**src/rtl/ftp_pkg.sv**
```systemverilog
// package: register map, field layout, timing constants and carrier types of the fast pwm timer
// Summary of operation
// (RULE1) counter equal to channel A compare sets compare_a_flag, flag bit 6.
// (RULE2) counter equal to channel B compare sets compare_b_flag, flag bit 5.
// (RULE3) entering a flag's interrupt vector clears that flag automatically.
// (RULE4) writing one to a flag bit clears it one cycle later; zero does nothing.
// (RULE5) interrupt request only when global enable, source enable and flag all set.
// (RULE6) in normal mode counter overflow sets overflow_flag, bit 2.
// (RULE7) in pwm mode a period match sets overflow_flag after delay; counter restarts.
// (RULE8) clearing through clear_on_period_match is no overflow and sets no flag.
// (RULE9) flag bits 7 and 0, pll register bits 6 to 3 read zero.
// (RULE10) fast clock runs full rate; low_speed_select bit 7 halves it.
// (RULE11) software should stop the timer before changing low_speed_select.
// (RULE12) fast_clock_select bit 2 picks fast clock, else system clock, for counter.
// (RULE13) fast_clock_select can only be set while pll_enable is one.
// (RULE14) pll_enable starts the pll; reads one when pll drives the system clock.
// (RULE15) lock indicator bit 0 reads one about 100 us after pll enable.
// (RULE16) software enables pll, waits, polls lock, then sets fast_clock_select.
// (RULE17) pwm counter counts 0 to period then wraps; frequency clock/(period+1).
// (RULE18) each channel drives true and inverted complement with no dead time.
// (RULE19) output modes: 00 off, 01 clear/set with complement, 10 no complement, 11 inverted.
// (RULE20) pwm compare writes go to a buffer copied at period match.
// (RULE21) reading a compare with a pending write returns the buffer.
// (RULE22) compare of zero or period holds the output at a constant level.
// (RULE23) pwm enable resets the counter on the cycle after a period match.
// (RULE24) fast domain events pass a synchronising stage before setting flags.
package ftp_pkg;

  // ---------------------------------------------------------------------------
  // register indices, byte address is four times the index
  // ---------------------------------------------------------------------------
  localparam logic [5:0] IDX_PLL_CTRL   = 6'h27;
  localparam logic [5:0] IDX_CONTROL    = 6'h30;
  localparam logic [5:0] IDX_COUNTER    = 6'h2F;
  localparam logic [5:0] IDX_COMPARE_A  = 6'h2E;
  localparam logic [5:0] IDX_COMPARE_B  = 6'h2B;
  localparam logic [5:0] IDX_PERIOD     = 6'h2D;
  localparam logic [5:0] IDX_FLAGS      = 6'h38;
  localparam logic [5:0] IDX_IRQ_ENABLE = 6'h39;

  // ---------------------------------------------------------------------------
  // field positions
  // ---------------------------------------------------------------------------
  localparam int CMP_A_BIT    = 6;
  localparam int CMP_B_BIT    = 5;
  localparam int OVF_BIT      = 2;
  localparam int LSM_BIT      = 7;
  localparam int FCS_BIT      = 2;
  localparam int PLL_ENABLE_BIT     = 1;
  localparam int LOCK_BIT     = 0;
  localparam int CTC_BIT      = 7;
  localparam int PWM_A_BIT    = 6;
  localparam int MODE_A_LSB   = 4;
  localparam int PWM_B_BIT    = 3;
  localparam int MODE_B_LSB   = 1;
  localparam int RUN_BIT      = 0;
  localparam logic [7:0] FLAG_MASK = 8'h64;

  // ---------------------------------------------------------------------------
  // reset values
  // ---------------------------------------------------------------------------
  localparam logic [7:0] RST_BYTE   = 8'h00;
  localparam logic [7:0] RST_PERIOD = 8'hFF;

  // ---------------------------------------------------------------------------
  // timing
  // ---------------------------------------------------------------------------
  localparam int PLL_LOCK_TIME_US = 100;
  localparam int CLK_HZ           = 50_000_000;
  localparam logic [15:0] PLL_LOCK_CYCLES = 16'(PLL_LOCK_TIME_US * (CLK_HZ / 1_000_000));

  // ---------------------------------------------------------------------------
  // output modes and carriers
  // ---------------------------------------------------------------------------
  localparam logic [1:0] MODE_OFF  = 2'h0;
  localparam logic [1:0] MODE_PAIR = 2'h1;
  localparam logic [1:0] MODE_TRUE = 2'h2;
  localparam logic [1:0] MODE_INV  = 2'h3;

  typedef struct packed {
    logic true_out;
    logic true_oe;
    logic comp_out;
    logic comp_oe;
  } ftp_chan_pins_t;

  typedef struct packed {
    ftp_chan_pins_t a;
    ftp_chan_pins_t b;
  } ftp_pwm_pins_t;

  typedef struct packed {
    logic compare_a;
    logic compare_b;
    logic overflow;
  } ftp_irq_t;

endpackage : ftp_pkg

```
**src/rtl/ftp_timer.sv**
```systemverilog
// module: 8-bit pwm timer with flags, double buffered compares and pll clock control
//
// Design decision made here: the Wishbone register port.
`timescale 1ns/1ns
module ftp_timer #(
  parameter logic [15:0] LOCK_CYCLES = ftp_pkg::PLL_LOCK_CYCLES  // pll lock wait in clk cycles
) (
  input  wire logic              clk,           // system clock, 50 MHz
  input  wire logic              rst_n,         // synchronous reset, active low
  input  wire logic              wb_cyc_i,      // wishbone cycle
  input  wire logic              wb_stb_i,      // wishbone strobe
  input  wire logic              wb_we_i,       // wishbone write enable
  input  wire logic [7:0]        wb_adr_i,      // wishbone byte address
  input  wire logic [3:0]        wb_sel_i,      // wishbone byte lanes
  input  wire logic [31:0]       wb_dat_i,      // wishbone write data
  output logic      [31:0]       wb_dat_o,      // wishbone read data
  output logic                   wb_ack_o,      // wishbone acknowledge
  input  wire logic              global_irq_en, // global interrupt enable of the processor
  input  wire ftp_pkg::ftp_irq_t vector_ack,    // pulse: processor entered that vector
  input  wire logic              pll_sysclk_pin,// strap: pll is the system clock source
  output ftp_pkg::ftp_irq_t      irq_req,       // interrupt requests
  output ftp_pkg::ftp_pwm_pins_t pwm_pins       // channel outputs and enables
);
  import ftp_pkg::*;

  // ---------------------------------------------------------------------------
  // state
  // ---------------------------------------------------------------------------
  typedef struct packed {
    logic [7:0]    control;
    logic [7:0]    counter;
    logic [7:0]    cmp_a;
    logic [7:0]    cmp_b;
    logic [7:0]    buf_a;
    logic [7:0]    buf_b;
    logic          pend_a;
    logic          pend_b;
    logic [7:0]    period;
    logic [7:0]    flags;
    logic [7:0]    ev_sync;
    logic [7:0]    clr_pend;
    logic [7:0]    irq_en;
    logic          low_speed_select;
    logic          fcs;
    logic          pll_enable;
    logic          lock;
    logic [15:0]   lock_cnt;
    logic          fdiv;
    logic          strap_m;
    logic          strap_s;
    logic [31:0]   dat;
    logic          ack;
    ftp_irq_t      irq;
    ftp_pwm_pins_t pins;
  } ftp_state_t;

  ftp_state_t s_q;
  ftp_state_t s_d;

  // ---------------------------------------------------------------------------
  // pwm level of the true output after the counter moves to cnt
  // ---------------------------------------------------------------------------
  function automatic logic pwm_level(input logic [1:0] mode, input logic [7:0] cnt,
                                     input logic [7:0] cmp, input logic [7:0] per,
                                     input logic cur);
    logic inv;
    inv = (mode == MODE_INV);
    if (cmp == 8'h00) begin
      pwm_level = inv;                                  // RULE22
    end else if (cmp == per) begin
      pwm_level = !inv;                                 // RULE22
    end else if (cnt == cmp) begin
      pwm_level = inv;                                  // RULE19
    end else if (cnt == 8'h01) begin
      pwm_level = !inv;                                 // RULE19
    end else begin
      pwm_level = cur;
    end
  endfunction : pwm_level

  // next pin group of one channel
  function automatic ftp_chan_pins_t chan_pins(input logic en, input logic [1:0] mode,
                                               input logic lvl);
    chan_pins.true_out = lvl;
    chan_pins.comp_out = !lvl;                          // RULE18
    chan_pins.true_oe  = en && (mode != MODE_OFF);      // RULE19
    chan_pins.comp_oe  = en && (mode == MODE_PAIR);     // RULE19
  endfunction : chan_pins

  // ---------------------------------------------------------------------------
  // next state
  // ---------------------------------------------------------------------------
  always_comb begin
    logic       pwm;
    logic       tick;
    logic       hit;
    logic       wr;
    logic       pll_on;
    logic [7:0] ev;
    logic [7:0] cnt_n;
    logic [7:0] wd;
    logic [7:0] rd;
    logic [1:0] mode_a;
    logic [1:0] mode_b;
    logic       lvl_a;
    logic       lvl_b;
    s_d    = s_q;
    ev     = 8'h00;
    rd     = 8'h00;
    wd     = wb_dat_i[7:0];
    mode_a = s_q.control[MODE_A_LSB +: 2];
    mode_b = s_q.control[MODE_B_LSB +: 2];
    pwm    = s_q.control[PWM_A_BIT] || s_q.control[PWM_B_BIT];
    hit    = wb_cyc_i && wb_stb_i && !s_q.ack;
    wr     = hit && wb_we_i && wb_sel_i[0];
    pll_on = s_q.pll_enable || s_q.strap_s;                   // RULE14

    s_d.strap_m = pll_sysclk_pin;
    s_d.strap_s = s_q.strap_m;

    // fast clock modelled as an enable; low speed takes every second cycle
    s_d.fdiv = s_q.fcs && s_q.low_speed_select && !s_q.fdiv;         // RULE10
    tick = s_q.control[RUN_BIT] && (!s_q.fcs || !s_q.low_speed_select || s_q.fdiv); // RULE12

    // counter
    cnt_n = s_q.counter;
    if (tick) begin
      if (pwm) begin
        if (s_q.counter == s_q.period) begin
          cnt_n = 8'h00;                                // RULE23 RULE17
          ev[OVF_BIT] = 1'b1;                           // RULE7
          if (s_q.pend_a) begin
            s_d.cmp_a  = s_q.buf_a;                     // RULE20
            s_d.pend_a = 1'b0;
          end
          if (s_q.pend_b) begin
            s_d.cmp_b  = s_q.buf_b;                     // RULE20
            s_d.pend_b = 1'b0;
          end
        end else begin
          cnt_n = s_q.counter + 8'h01;
        end
      end else if (s_q.control[CTC_BIT] && s_q.counter == s_q.period) begin
        cnt_n = 8'h00;                                  // RULE8
      end else begin
        cnt_n = s_q.counter + 8'h01;
        ev[OVF_BIT] = (s_q.counter == 8'hFF);           // RULE6
      end
      ev[CMP_A_BIT] = (cnt_n == s_d.cmp_a);             // RULE1
      ev[CMP_B_BIT] = (cnt_n == s_d.cmp_b);             // RULE2
      s_d.counter = cnt_n;
    end

    // pwm outputs; outside pwm mode the pins are released
    lvl_a = pwm_level(mode_a, cnt_n, s_d.cmp_a, s_q.period, s_q.pins.a.true_out);
    lvl_b = pwm_level(mode_b, cnt_n, s_d.cmp_b, s_q.period, s_q.pins.b.true_out);
    if (tick) begin
      s_d.pins.a = chan_pins(s_q.control[PWM_A_BIT], mode_a, lvl_a);
      s_d.pins.b = chan_pins(s_q.control[PWM_B_BIT], mode_b, lvl_b);
    end
    // keep the complement inverted even before the first tick, so an enable
    // written while stopped never drives both gates to the same level
    s_d.pins.a.comp_out = !s_d.pins.a.true_out;          // RULE18
    s_d.pins.b.comp_out = !s_d.pins.b.true_out;          // RULE18
    s_d.pins.a.true_oe = s_q.control[PWM_A_BIT] && (mode_a != MODE_OFF);
    s_d.pins.a.comp_oe = s_q.control[PWM_A_BIT] && (mode_a == MODE_PAIR);
    s_d.pins.b.true_oe = s_q.control[PWM_B_BIT] && (mode_b != MODE_OFF);
    s_d.pins.b.comp_oe = s_q.control[PWM_B_BIT] && (mode_b == MODE_PAIR);

    // events pass one synchronising stage; a set beats a clear in the same cycle
    s_d.ev_sync = ev & FLAG_MASK;                       // RULE24
    s_d.flags   = (s_q.flags & ~s_q.clr_pend                              // RULE4
                   & ~{1'b0, vector_ack.compare_a, vector_ack.compare_b,  // RULE3
                       2'b00, vector_ack.overflow, 2'b00})
                  | s_q.ev_sync;
    s_d.flags   = s_d.flags & FLAG_MASK;                // RULE9
    s_d.clr_pend = 8'h00;

    s_d.irq.compare_a = global_irq_en && s_q.irq_en[CMP_A_BIT] && s_q.flags[CMP_A_BIT]; // RULE5
    s_d.irq.compare_b = global_irq_en && s_q.irq_en[CMP_B_BIT] && s_q.flags[CMP_B_BIT]; // RULE5
    s_d.irq.overflow  = global_irq_en && s_q.irq_en[OVF_BIT] && s_q.flags[OVF_BIT];     // RULE5

    // pll lock timer restarts whenever the pll is switched off
    if (!pll_on) begin
      s_d.lock_cnt = 16'h0000;
      s_d.lock     = 1'b0;
    end else if (s_q.lock_cnt < LOCK_CYCLES - 16'h0001) begin
      s_d.lock_cnt = s_q.lock_cnt + 16'h0001;
    end else begin
      s_d.lock     = 1'b1;                              // RULE15
    end

    // register read mux
    unique case (wb_adr_i[7:2])
      IDX_PLL_CTRL:   rd = {s_q.low_speed_select, 4'h0, s_q.fcs, pll_on, s_q.lock}; // RULE9 RULE14
      IDX_CONTROL:    rd = s_q.control;
      IDX_COUNTER:    rd = s_q.counter;
      IDX_COMPARE_A:  rd = s_q.pend_a ? s_q.buf_a : s_q.cmp_a;       // RULE21
      IDX_COMPARE_B:  rd = s_q.pend_b ? s_q.buf_b : s_q.cmp_b;       // RULE21
      IDX_PERIOD:     rd = s_q.period;
      IDX_FLAGS:      rd = s_q.flags & FLAG_MASK;                    // RULE9
      IDX_IRQ_ENABLE: rd = s_q.irq_en;
      default:        rd = 8'h00;
    endcase

    // register writes take effect at the edge that raises ack
    if (wr) begin
      unique case (wb_adr_i[7:2])
        IDX_PLL_CTRL: begin
          s_d.low_speed_select  = wd[LSM_BIT];                       // RULE10
          s_d.pll_enable = wd[PLL_ENABLE_BIT];                      // RULE14
          s_d.fcs  = wd[FCS_BIT] && (wd[PLL_ENABLE_BIT] || s_q.strap_s); // RULE13 RULE12
        end
        IDX_CONTROL: s_d.control = wd;
        IDX_COUNTER: s_d.counter = wd;
        IDX_COMPARE_A: begin
          if (pwm) begin
            s_d.buf_a  = wd;                            // RULE20
            s_d.pend_a = 1'b1;
          end else begin
            s_d.cmp_a  = wd;
          end
        end
        IDX_COMPARE_B: begin
          if (pwm) begin
            s_d.buf_b  = wd;                            // RULE20
            s_d.pend_b = 1'b1;
          end else begin
            s_d.cmp_b  = wd;
          end
        end
        IDX_PERIOD:     s_d.period   = wd;
        IDX_FLAGS:      s_d.clr_pend = wd & FLAG_MASK;  // RULE4
        IDX_IRQ_ENABLE: s_d.irq_en   = wd & FLAG_MASK;
        default: ;
      endcase
    end

    s_d.ack = hit;
    s_d.dat = hit ? {24'h000000, rd} : 32'h00000000;
  end

  // ---------------------------------------------------------------------------
  // registers
  // ---------------------------------------------------------------------------
  always_ff @(posedge clk) begin
    if (!rst_n) begin
      s_q          <= '0;
      s_q.period   <= RST_PERIOD;
      s_q.control  <= RST_BYTE;
    end else begin
      s_q <= s_d;
    end
  end

  assign wb_dat_o = s_q.dat;
  assign wb_ack_o = s_q.ack;
  assign irq_req  = s_q.irq;
  assign pwm_pins = s_q.pins;

endmodule : ftp_timer

```
**config.mk**
```make
export PLATFORM = sky130hd
export DESIGN_NAME = ftp_timer
export DESIGN_NICKNAME = d
export VERILOG_FILES = /design/src/rtl/ftp_pkg.sv /design/src/rtl/ftp_timer.sv
export SDC_FILE = /design/constraint.sdc
export NUM_CORES = 1
export LEC_CHECK = 0
export BUFFER_PORTS_ARGS = -buffer_cell sky130_fd_sc_hd__buf_2
export CELL_PAD_IN_SITES_DETAIL_PLACEMENT = 2
export CELL_PAD_IN_SITES_GLOBAL_PLACEMENT = 2
export CORE_ASPECT_RATIO = 0.8
export CORE_MARGIN = 5
export CORE_UTILIZATION = 34
export CTS_CLUSTER_SIZE = 25
export DETAILED_ROUTE_END_ITERATION = 8
export PLACE_DENSITY_LB_ADDON = 0.1
export SLEW_MARGIN = 20
export SYNTH_ARGS = -nofsm -noshare
export SYNTH_HDL_FRONTEND = slang
export SYNTH_SLANG_ARGS = --single-unit
```
**constraint.sdc**
```tcl
create_clock -name clk -period 3.32 [get_ports clk]
set_input_delay 0.332 -clock clk [delete_from_list [all_inputs] [get_ports clk]]
set_output_delay 0.332 -clock clk [all_outputs]
set_load 0.05 [all_outputs]
```
==> impl_metrics.yaml <==
global_route:
  grt_start_max_net_pins: 59
  grt_pass1_vias: 6713
  grt_pass1_wl_um: 41560
  grt_overflow_total: 0
  antenna_found_initial: 0
  grt_usage_pct: 23.95
die:
  die_h_um: 136.9
  coreArea_mm2: 0.01980
  io_pins: 98
  die_width_um: 168.7
  die-area_mm2: 0.02310
  num_rows: 46
  initial_core_util_pct: 34.59
clock_tree:
  clk_pin_slew_ns: 0.06
  tritoncts: "yes"
  post-cts-setup-buffers: 0
  clk_latency_ns: 0.43
  cts_buffer_depth: 2
  cts_root_buf: "clkbuf_16"
  ctsHoldBuffers: 0
  cts_sinks: 113
  h-tree-depth: 4
  cts_buffers: 17
detailed_routing:
  dr.pass1.iters: 7
  wl_per_cell_um: 23.81
  first_iter_violations: 531
  drc_errors: 0
  routed_wl_um: 27430
  vias_per_cell: 5.496
  vias: 6331
  antenna_left: 0
yosys:
  synth_common_cells: "113 x dfxtp_1, 111 x nor2_1, 78 x mux2i_1"
  yosysMostFrequentCell: "dfxtp_1"
  yosysTopAreaCell: "dfxtp_1"
  syn_area_mm2: 0.006848
  synthTopCellsByArea: "dfxtp_1 33%, mux2i_1 11%, nor2_1 6.1%, xor2_1 5.1%, buf_4 4.8%"
  synthArstFlopShare_pct: 0
  yosysWarnings: 0
  netlist_instances: 832
  synth-seq-cells: 113
  syn_avg_cell_area_um2: 8.231
  yosysTopAreaCellShare_pct: 33.03
  synth-seq-area-share_pct: 33.03
  yosysUniqueCellTypes: 64
  synth_edf_count: 0
  ys.flop_type: "dfxtp_1"
timing:
  fin_skew_ns: 0.01530
  fmax_mhz: 312.4
  slew_headroom_pct: 47.17
  post-route-period-util_pct: 96.42
  finalMaxSlewViolations: 0
  setup_viol: 0
  hold_viol: 0
  rsz0062_at_grt: "false"
  tightest_slew_ns: 0.7902
  setup_tns_ns: 0
  layout_min_cycle_time_ns: 3.201
  setup_ws_ns: 0.1190
finish:
  area_growth_pct: 15.60
  drive_above_1_share_pct: 18.13
  fin_cells: 1152
  num_antenna_cells: 0
  finalNetCount: 931
place:
  pre_cts_ws_ns: -0.01110
  gp_congestion: 0.9366
  hpwl_um: 20590
  placed_cells: 1120
  io_buffers: 44
worst_setup_path:
  cp.arrival_ns: 3.55
  worst-setup-path-type: "reg2reg"
  reg2reg_depth: 11
  startpoint: "s_q[105]"
  crit_fanout: 7
  setup.worst_path.end_class: "flop"
  timing.rr.start: "s_q[105]"
  startpoint_type: "flop"
  worstPathRequired_ns: 3.67
  rrSetupSlack_ns: 0.12
outcome:
  outcome: "completed"
power_and_ir_drop:
  leakage_nw: 3.409
  ir_worst_vdd_mv: 0.2200
  p_switching_mw: 0.8839
  p_seq_share_pct: 41.1
  p_comb_share_pct: 5.6
  cellInternalPower_mw: 2.427
  pwr-share-clk_pct: 53.3
  power_mw: 3.311
  sw_frac_of_total_pct: 26.69
  cellPowerDensity_mw_per_mm2: 418.3
hold_path:
  min_path_cells: 2
  hold_path.class: "in2reg"
  worstHoldEndpoint: "s_d[44]"
  min-delay-start: "pll_sysclk_pin"
run:
  maxCapViolations: 0
==> metrics by stage <==
| step | cell area, um2 | hold WS (ns) | utilization, % |
|---|---|---|---|
| finish | 7916 | 0.1149 | 39.98 |
| global placement | 7343 | 0.4164 | 37.09 |
| floorplan | 6934 | 0.4119 | - |
| global route | 7916 | 0.1074 | 39.98 |
| CTS | 7910 | 0.1015 | 39.95 |
| detailed placement | 7343 | 0.4227 | 37.09 |
==> routing by layer <==
metal / vias to the layer above / GRT usage (%) / share of wire (%)
li1: 2911 / - / -
met1: 3215 / 32.87 / 47
met2: 168 / 38.67 / 45
met3: 37 / 4.851 / 5.4
met4: 0 / 6.039 / 1.7
met5: - / 0 / 0
==> final cells by class <==
type | count | area, um2
clock buffers | 17 | 425.4
clock inverters | 15 | 133.9
fillers | 2271 | 11880
inverters | 18 | 67.56
multi-input cells | 630 | 4081
flip-flops and latches | 113 | 2262
well taps | 264 | 330.3
repair buffers | 95 | 615.6
==> state kept, by name (all words and copies together) (netlist names), named ones only <==
signal    count
wb_dat_o      8
wb_ack_o      1
s_d           1
irq_req       3
s_q          92
pwm_pins      6
==> worst max path at each step <==
stage                              to  slack [ns]
after global routing             flop        0.02
after global placement        s_q[89]        0.04
after floorplan           pwm_pins[5]        0.29
after detailed placement      s_q[89]       -0.01
after CTS                     s_q[89]        0.14
final                            flop        0.12
==> layout by cell type (no fill, tap or decap), types with 6 or more instances in the layout <==
cell type  instances
xnor2_1           31
buf_2             44
mux2i_1           78
nand2_1           71
clkbuf_16         17
buf_4             50
o21ai_0           23
inv_1             17
a211oi_1          22
conb_1            24
mux2_2            17
dfxtp_1          113
nand3_1           28
xor2_1            40
nand4_1           12
nor4_1             6
nor3_1            11
and2_1            11
and3_1            20
a21oi_1           31
nor2_1           111
==> worst max-delay path, stage by stage, from the launching register on <==
cell and delay, ns:
dfxtp_1 0.33, xnor2_2 0.33, and4_1 0.46, nand4_1 0.17
buf_4 0.21, mux2i_1 0.48, xnor2_1 0.21, nand4_1 0.15
or2_2 0.34, o21ai_1 0.18, mux2i_1 0.09, o22ai_1 0.17
==> cell families (layout without fill, tap and decap cells) <==
| logic type | count (synthesis) | in the layout | share of synthesized area [%] |
|---|---|---|---|
| flip-flops | 113 | 113 | 33.03 |
| buffers and inverters | 112 | 145 | 8.825 |
| AND/OR/NAND/NOR | 312 | 312 | 22.20 |
| other | 1 | 24 | 0.05476 |
| multiplexers | 95 | 95 | 14.20 |
| AO/OA/AOI/OAI | 125 | 125 | 12.11 |
| adder cells (fa/ha/maj) | 2 | 2 | 0.3654 |
| XOR/XNOR | 72 | 72 | 9.209 |
==> repair_timing <==
item / 4_1_cts / 5_1_grt
gates resized for setup: 1 / 1
endpoints found under the setup margin: 3 / 1
gates cloned: 0 / 0
pin swaps: 1 / 0
endpoints found under the hold margin: 0 / 0
==> power by group through the flow <==
| stage | Combinational [mW] | Sequential [mW] | Clock [mW] |
|---|---|---|---|
| final | 0.184 | 1.36 | 1.77 |
| after global routing | 0.196 | 1.36 | 1.87 |
| after CTS | 0.184 | 1.36 | 1.81 |
| after detailed placement | 0.183 | 1.39 | 0 |
| after global placement | 0.179 | 1.39 | 0 |
| after floorplan | 0.146 | 1.39 | 0 |
Note: power is estimated with default switching activity, not from simulation.
